==> src/hw/csb_pkg.sv <==
package csb_pkg;
  // ----------------------------------------
  // Widths and encodings
  // ----------------------------------------
  localparam int PC_W = 16;
  localparam int OFS_W = 7;
  localparam logic [PC_W-1:0] PC_RESET = 16'h0000;
  localparam logic [PC_W-1:0] PC_STEP_ONE = 16'h0001;
  localparam logic [PC_W-1:0] PC_STEP_TWO = 16'h0002;
  localparam logic [PC_W-1:0] PC_STEP_THREE = 16'h0003;
  localparam logic [1:0] WAIT_NONE = 2'h0;
  localparam logic [1:0] WAIT_ONE = 2'h1;
  localparam logic [1:0] WAIT_TWO = 2'h2;
  localparam logic [2:0] OP_NONE = 3'h0;
  localparam logic [2:0] OP_SKIP_REG_CLR = 3'h1;
  localparam logic [2:0] OP_SKIP_REG_SET = 3'h2;
  localparam logic [2:0] OP_SKIP_IO_CLR = 3'h3;
  localparam logic [2:0] OP_SKIP_IO_SET = 3'h4;
  localparam logic [2:0] OP_BR_FLAG_SET = 3'h5;
  localparam logic [2:0] OP_BR_FLAG_CLR = 3'h6;
  localparam logic [2:0] OP_BR_EQUAL = 3'h7;
  localparam int ZERO_FLAG_BIT = 1;

  // Decoded instruction handed in by the core
  typedef struct packed {
    logic [2:0] op;
    logic [2:0] bit_sel;
    logic [7:0] work_reg;
    logic [7:0] io_reg;
    logic [7:0] status_flags_register;
    logic signed [OFS_W-1:0] offset;
    logic next_is_two_word;
  } csb_instr_t;

  typedef enum logic [1:0] {CSB_IDLE, CSB_WAIT} csb_state_t;
endpackage

==> src/hw/csb_unit.sv <==
`timescale 1ns/1ns
module csb_unit
  import csb_pkg::*;
(
  input wire logic CLK,
  input wire logic RST_B,
  input wire logic INSTR_VALID,
  input wire csb_instr_t INSTR,
  output logic INSTR_READY,
  output logic [PC_W-1:0] PC,
  output logic PC_UPDATE,
  output logic TAKEN
);

  // ----------------------------------------
  // State and address registers
  // ----------------------------------------
  csb_state_t state_reg;
  csb_state_t state_next;
  logic [PC_W-1:0] pc_reg;
  logic [PC_W-1:0] pc_next;
  logic [PC_W-1:0] pend_reg;
  logic [PC_W-1:0] pend_next;
  logic [1:0] wait_reg;
  logic [1:0] wait_next;
  logic upd_reg;
  logic upd_next;
  logic taken_reg;
  logic taken_next;
  logic ready_reg;
  logic ready_next;

  // ----------------------------------------
  // Operation decode
  // ----------------------------------------
  logic op_skip_reg_clr;
  logic op_skip_reg_set;
  logic op_skip_io_clr;
  logic op_skip_io_set;
  logic op_br_flag_set;
  logic op_br_flag_clr;
  logic op_br_equal;
  logic is_skip;
  logic is_branch;
  logic accept;

  // One strobe per operation code except OP_NONE
  assign op_skip_reg_clr = (INSTR.op == OP_SKIP_REG_CLR);
  assign op_skip_reg_set = (INSTR.op == OP_SKIP_REG_SET);
  assign op_skip_io_clr = (INSTR.op == OP_SKIP_IO_CLR);
  assign op_skip_io_set = (INSTR.op == OP_SKIP_IO_SET);
  assign op_br_flag_set = (INSTR.op == OP_BR_FLAG_SET);
  assign op_br_flag_clr = (INSTR.op == OP_BR_FLAG_CLR);
  assign op_br_equal = (INSTR.op == OP_BR_EQUAL);
  // Groups of operations
  assign is_skip = op_skip_reg_clr || op_skip_reg_set || op_skip_io_clr || op_skip_io_set;
  assign is_branch = op_br_flag_set || op_br_flag_clr || op_br_equal;
  // Code zero and a busy unit both refuse the offer
  assign accept = INSTR_VALID && (state_reg == CSB_IDLE) && (is_skip || is_branch);

  // ----------------------------------------
  // Tested bits
  // ----------------------------------------
  logic reg_bit;
  logic io_bit;
  logic flag_bit;
  logic zero_flag;

  // Bit of the working register under test
  csb_bit_pick csb_bit_pick_reg_i (
    .word(INSTR.work_reg),
    .sel(INSTR.bit_sel),
    .picked(reg_bit)
  );

  // Bit of the I/O byte under test
  csb_bit_pick csb_bit_pick_io_i (
    .word(INSTR.io_reg),
    .sel(INSTR.bit_sel),
    .picked(io_bit)
  );

  // Status flag chosen by the flag index
  csb_bit_pick csb_bit_pick_flag_i (
    .word(INSTR.status_flags_register),
    .sel(INSTR.bit_sel),
    .picked(flag_bit)
  );

  // Zero flag at its fixed position
  csb_bit_pick csb_bit_pick_zero_i (
    .word(INSTR.status_flags_register),
    .sel(3'(ZERO_FLAG_BIT)),
    .picked(zero_flag)
  );

  // ----------------------------------------
  // Conditions
  // ----------------------------------------
  logic cond_skip;
  logic cond_branch;
  logic cond;

  // Skip tests on a register or I/O bit
  assign cond_skip = (op_skip_reg_clr && !reg_bit) ||
                     (op_skip_reg_set && reg_bit) ||
                     (op_skip_io_clr && !io_bit) ||
                     (op_skip_io_set && io_bit);
  // Branch tests on a status flag or the zero flag
  assign cond_branch = (op_br_flag_set && flag_bit) ||
                       (op_br_flag_clr && !flag_bit) ||
                       (op_br_equal && zero_flag);
  // Any condition that moves the PC off its sequence
  assign cond = cond_skip || cond_branch;

  // ----------------------------------------
  // Target address and extra cycles
  // ----------------------------------------
  logic [PC_W-1:0] ofs_ext;
  logic [PC_W-1:0] pc_seq;
  logic [PC_W-1:0] pc_branch;
  logic [PC_W-1:0] skip_step;
  logic [PC_W-1:0] pc_skip;
  logic [PC_W-1:0] pc_target;
  logic [1:0] skip_wait;
  logic [1:0] cycles_needed;

  // Offset sign-extended to the PC width
  assign ofs_ext = {{(PC_W-OFS_W){INSTR.offset[OFS_W-1]}}, INSTR.offset};
  // Candidate addresses; all wrap at the top of the PC range
  assign pc_seq = pc_reg + PC_STEP_ONE;
  assign pc_branch = pc_reg + ofs_ext + PC_STEP_ONE;
  // Skip over one or two words
  assign skip_step = INSTR.next_is_two_word ? PC_STEP_THREE : PC_STEP_TWO;
  assign pc_skip = pc_reg + skip_step;
  // Untaken ops fall through to the next word
  assign pc_target = !cond ? pc_seq : (cond_branch ? pc_branch : pc_skip);
  // One extra cycle per skipped word, one for a taken branch
  assign skip_wait = INSTR.next_is_two_word ? WAIT_TWO : WAIT_ONE;
  assign cycles_needed = !cond ? WAIT_NONE : (cond_branch ? WAIT_ONE : skip_wait);

  // ----------------------------------------
  // Next state
  // ----------------------------------------
  // Next-state selection
  always_comb begin
    state_next = state_reg;
    pc_next = pc_reg;
    pend_next = pend_reg;
    wait_next = wait_reg;
    upd_next = 1'h0;
    taken_next = taken_reg;
    case (state_reg)
      CSB_IDLE: begin
        if (accept) begin
          taken_next = cond;
          if (cycles_needed == WAIT_NONE) begin
            pc_next = pc_target;
            upd_next = 1'h1;
          end else begin
            pend_next = pc_target;
            wait_next = cycles_needed;
            state_next = CSB_WAIT;
          end
        end
      end
      CSB_WAIT: begin
        // Last extra cycle loads the pending target
        if (wait_reg <= WAIT_ONE) begin
          pc_next = pend_reg;
          upd_next = 1'h1;
          state_next = CSB_IDLE;
        end
        wait_next = wait_reg - WAIT_ONE;
      end
      default: state_next = CSB_IDLE;
    endcase
  end

  // Ready follows the state the unit moves to
  assign ready_next = (state_next == CSB_IDLE);

  // ----------------------------------------
  // Registers
  // ----------------------------------------
  // Control state; status flags are never written here
  always_ff @(posedge CLK) begin
    if (!RST_B) begin
      state_reg <= CSB_IDLE;
      wait_reg <= WAIT_NONE;
      upd_reg <= 1'h0;
      taken_reg <= 1'h0;
      ready_reg <= 1'h1;
    end else begin
      state_reg <= state_next;
      wait_reg <= wait_next;
      upd_reg <= upd_next;
      taken_reg <= taken_next;
      ready_reg <= ready_next;
    end
  end

  // Program counter and pending target
  always_ff @(posedge CLK) begin
    if (!RST_B) begin
      pc_reg <= PC_RESET;
      pend_reg <= PC_RESET;
    end else begin
      pc_reg <= pc_next;
      pend_reg <= pend_next;
    end
  end

  // ----------------------------------------
  // Outputs
  // ----------------------------------------
  // All outputs come straight from registers
  assign INSTR_READY = ready_reg;
  assign PC = pc_reg;
  assign PC_UPDATE = upd_reg;
  assign TAKEN = taken_reg;

endmodule

// ----------------------------------------
// Bit selection
// ----------------------------------------
// One bit of a word, picked by a run-time index
module csb_bit_pick
  import csb_pkg::*;
#(
  parameter int WORD_W = 8,
  parameter int SEL_W = 3
)
(
  input wire logic [WORD_W-1:0] word,
  input wire logic [SEL_W-1:0] sel,
  output logic picked
);

  assign picked = word[sel];

endmodule

==> config.mk <==
export PLATFORM = sky130hd
export DESIGN_NAME = csb_unit
export DESIGN_NICKNAME = d
export VERILOG_FILES = /design/src/hw/csb_pkg.sv /design/src/hw/csb_unit.sv
export SDC_FILE = /design/constraint.sdc
export NUM_CORES = 1
export LEC_CHECK = 0
export ABC_AREA = 1
export BUFFER_PORTS_ARGS = -buffer_cell sky130_fd_sc_hd__buf_2
export CAP_MARGIN = 0
export CORE_MARGIN = 3
export CORE_UTILIZATION = 25
export DETAILED_ROUTE_END_ITERATION = 8
export GPL_TIMING_DRIVEN = 0
export PLACE_DENSITY = 0.53
export SETUP_SLACK_MARGIN = 0.05
export SLEW_MARGIN = 30
export SYNTH_ARGS = -nofsm -noshare
export SYNTH_HDL_FRONTEND = slang
export SYNTH_SLANG_ARGS = --single-unit
==> constraint.sdc <==
create_clock -name CLK -period 3 [get_ports CLK]
set_input_delay 0.6 -clock CLK [delete_from_list [all_inputs] [get_ports CLK]]
set_output_delay 0.6 -clock CLK [all_outputs]
set_load 0.05 [all_outputs]
---- Yosys cells after proc, flatten, opt, wreduce, memory -nomap -nowiden ----
Cells that the tools add are included.
storage, ports and cells
  bits in registers ....................... 39
  bits in latches ......................... 0
  bits in writable memories ............... 0
  memory bits (read-only) ................. 0
  output and inout port bits .............. 19
  word-level logic and storage cells ...... 86
  memories kept ........................... 0
cells by class
  add/sub/neg operators ................... 5
  multipliers ............................. 0
  divide/modulo/power cells ............... 0
  magnitude comparators ................... 2
  eq/ne operators ......................... 12
  shifts and indexed selects .............. 0
  mux-type cells .......................... 27
  bitwise operators ....................... 1
  reductions and logical operators ........ 32
operators by type and width
  cell                                                                          number
  16-bit 2-to-1 mux                                                             5
  16-bit by 1-bit adder with 16-bit output, second input constant               2
  16-bit one-hot mux with 2 select lines                                        1
  16-bit adder                                                                  1
  16-bit by 2-bit adder with 16-bit output                                      1
  2-bit 2-to-1 mux                                                              8
  3-bit == test, second input constant                                          4
  1-bit logical OR                                                              12
  1-bit binary-select mux with 3-bit select                                     3
  1-bit logical AND                                                             9
  2-bit one-hot mux with 2 select lines                                         2
  1-bit 2-to-1 mux                                                              7
  3-bit by 2-bit == test with 1-bit output, second input constant               2
  2-bit zero test                                                               3
  2-bit != test, second input constant                                          3
  3-bit AND reduction                                                           2
  3-bit by 4-bit less-than comparator with 1-bit output, second input constant  1
  4-bit AND reduction                                                           1
  3-bit by 1-bit == test with 1-bit output, second input constant               1
  1-bit zero test                                                               3
  2-bit by 1-bit == test with 1-bit output, second input constant               1
  2-bit by 1-bit <= comparator with 1-bit output, second input constant         1
  2-bit by 1-bit != test with 1-bit output, second input constant               1
  1-bit one-hot mux with 2 select lines                                         1
  4 further kinds                                                               4

---- Depth between registers and ports, before layout ----
  depth in word-level cells ............... 14
  depth in mapped cells ................... 17
  depth with buffers taken out ............ 17

---- By module ----
A second synthesis with hierarchy kept.
unflattened totals
  cells, all modules ...................... 716
  area total of the unflattened synthesis .. 3,991.3 sq um
by module, submodules not included
  module        times used  cells each  area an instance (sq um)  sequential area each (sq um)
  csb_unit      1           604         3,550.9                   780.7
  csb_bit_pick  4           28          110.1                     0.0

---- Worst setup path after synthesis ----
No wires, ideal clock.
  path kind ............................... reg-to-reg
  start ................................... register pc_reg[0], in the netlist PC[0]
  end ..................................... register pc_reg[8], in the netlist PC[8]
  library setup time ...................... 66 ps
  arrival time ............................ 2,327 ps
  data required time ...................... 2,934 ps
  slack ................................... 607 ps
  stages on the path, launching flop included .. 16
  cell sequence ........................... dfxtp_1 > inv_1 > ha_1 > fa_1 > inv_1 > nand3_1 > nand3_1 > nand2_1 > nand2_1 > xor2_1 > inv_1 > nand2_1 > nand2_1 > nand2_2 > nand3_1 > a21oi_2
on the way
  longest elaborated chain between the ends .. 7
  elaborated cells on any way between the ends .. 9
ends and longest elaborated chain
  item                                        RTL line         RTL
  from (decl)                                 csb_unit.sv:20   logic [PC_W-1:0] pc_reg;
  from (signal assigned)                      csb_unit.sv:209  pc_reg <= pc_next;
  16-bit adder                                csb_unit.sv:132  assign pc_branch = pc_reg + ofs_ext + PC_STEP_ONE;
  16-bit by 1-bit adder with 16-bit output    csb_unit.sv:132
  16-bit 2-to-1 mux                           csb_unit.sv:137  assign pc_target = !cond ? pc_seq : (cond_branch ? pc_branch : pc_skip);
  16-bit 2-to-1 mux (*)                       csb_unit.sv:137
  16-bit 2-to-1 mux (*)                       csb_unit.sv:157  if (cycles_needed == WAIT_NONE) begin
  16-bit 2-to-1 mux (*)                       csb_unit.sv:155  if (accept) begin
  16-bit one-hot mux with 2 select lines (*)  csb_unit.sv:153  case (state_reg)
Every way passes the cells marked *; elsewhere a longest branch is shown, timed or not. The select of a mux whose other input is x is not followed.
A chain may end at the register's enable or synchronous reset.

---- Final worst setup path ----
  start ................................... register pc_reg[0], in the netlist PC[0]
  end ..................................... register pc_reg[12], in the netlist PC[12]
The elaborated chain is that of the path after synthesis.

==> metrics.txt <==
Max H-tree Level=2; commonest non-fill, non-tap cell in the layout=nand2_1; routed wire length=13200 um; Yosys top cell area share=23.4%; WP data arrival=2620 ps; Clock Skews=3.57 ps; reg2reg path depth=16; Post-synth EDFFs=0; worst min-delay path class=reg2reg; post-DP HPWL=10900 um; CTS Buffer Depth=2; status=completed; GR Overflow Total=0; Slew @ Worst Pin=741 ps; CP Launch Type=flop; Hold Crit Depth=2; placed inst area=4870 um2; Cell Area, Synth=4320 um2; unrepaired setup endpoints after global routing=false; P&R area growth vs syn=16.2%; fraction of registers with async set/reset=0%; Post-Syn Instances=749; Total GRT Usage=14.2%; Tcrit/Tclk final=80.1%; Reg clk slew, reported paths=60 ps; root buf cell=clkbuf_16; DRT iter0 DRCs=258; wire length per cell=12.8 um; most frequent cells in the layout=269 x nand2_1, 104 x inv_1, 77 x nand3_1; # rows=47; final hold vios=0; Tmin final=2400 ps; Max-slew headroom=50.4%; Num CTS Buffers=5; number of port buffers=56; dominant cell type by area after synthesis=nand2_1; hold_buf cts=0; Final Cell Area=5010 um2; Syn. warnings=0; Cell Pwr Density=384 nW/um2; TritonCTS clock tree=built; Fmax=416 MHz; max-slew violations=0; largest net degree at the start of global routing=12; share of layout cells above drive strength 1=14.7%; first-pass GRT wire length=21700 um; VDD IR-drop max=0.275 mV; Most common cell on crit path=nand2_1; Setup Buffers After CTS=0; CP Max Fanout=5; syn_nets=810; Design Power=1930 uW; core area=16800 um2; first drt pass iteration count=5; Final ANT Viol Nets=0; Fin Setup TNS=0 ps; Final Setup Violations=0; dominant cells by area after synthesis=nand2_1 23%, dfxtp_1 18%, inv_1 9.0%, nand3_1 8.9%, ha_1 5.5%; static leakage=0.00268 uW; routability congestion estimate=0.801; latest clock arrival within the worst-skew pair=280 ps; ANT cells=0; Yosys cell types=36; Post-synth top flop=dfxtp_1; CP required=3220 ps; Seq/Total Area, Yosys=18.1%; Initial Utilization=25.7%; DRC viols=0; die width=137 um; Slowest-stage cell, CP=fa_1; Total Die Area=18900 um2; mean post-synth cell area=5.76 um2; post-cts gate resize count=0; Via Count=4544; CP Capture Type=flop; average vias per placed instance=4.40; register bit count reported by yosys=39; IO Count=60; WS Path Type=reg2reg; Clock Sinks=39; antenna violations before repair=0; Max Cap Viol=0; final net count=873; slowest cell delay on critical path=420 ps; Cell Chain, Critical Path=inv_1 > ha_1 > fa_1 > inv_1 > nand3_1 > nand3_1 > nand3_1 > nand3_1 > nand2_1 > nand2_1 > nand2_1 > nand2_1 > nand2_1 > nand2_1 > nand2_1 > a21oi_2; vias in the first global route=4405; die height=137 um
kinds of logic after synthesis:
kind of cell / share of synthesized area, %
AOI/OAI and AO/OA: 10.7
DFF: 18.1
xor gates and xnor gates: 6.09
buffers and inverters: 13.7
other: 0.0869
adders and majority gates: 5.97
and+or+nand+nor: 45.3
layer usage:
metal	GRT usage, %	up-vias	routed length (um)
met1	19.0	1992	6330
met5	0	-	0
met4	3.16	0	194
li1	-	2463	-
met3	1.28	15	453
met2	24.5	74	6250
through the flow:
stage	util, %	cells	hold WS [ps]	worst slack, ps
floorplan	-	749	427	607
global placement	29.1	1025	436	332
detailed placement	29.1	1025	443	335
CTS	29.9	1032	453	584
global route	29.9	1032	474	340
finish	29.9	1032	454	597
final cells by class:
cell class,instances,area (um2)
fillers,1929,11700
multi-input cells,576,2940
flip-flops and latches,39,781
inverters,106,400
repair buffers,56,280
well taps,220,275
plain buffers,28,191
clock buffers,6,139
clock inverters,1,5.00
critical path, delay by kind of cell (launching register included):
family                   cells  cell delay, ps
AO/OA/AOI/OAI                1             130
AND/OR/NAND/NOR             11             970
flip-flops                   1             400
buffers and inverters        2             210
adder cells (fa/ha/maj)      2             650
power by group:
part / internal, uW / switching [uW]
registers: 552 / 49.8
clock network: 325 / 209
logic: 272 / 519
total: 1150 / 778
Yosys cell counts (10+ instances only):
cell type	count
a21oi_1	22
a21oi_2	18
buf_6	10
clkbuf_1	11
dfxtp_1	39
ha_1	19
inv_1	104
nand2_1	269
nand2_2	11
nand3_1	77
nand4_1	14
nor2_1	63
o21ai_0	12
xor2_1	25
worst paths after layout:
kind | startpoint | endpoint | slack [ps]
worst max-delay path | PC[0]$_SDFFE_PN0P_ | PC[12]$_SDFFE_PN0P_ | 600
worst min-delay path | pend_reg[3]$_SDFFE_PN0P_ | pend_reg[3]$_SDFFE_PN0P_ | 450
worst max register to register | PC[0]$_SDFFE_PN0P_ | PC[12]$_SDFFE_PN0P_ | 600
worst min register to register | pend_reg[3]$_SDFFE_PN0P_ | pend_reg[3]$_SDFFE_PN0P_ | 450
No activity file was read; power rests on OpenSTA's default activity.
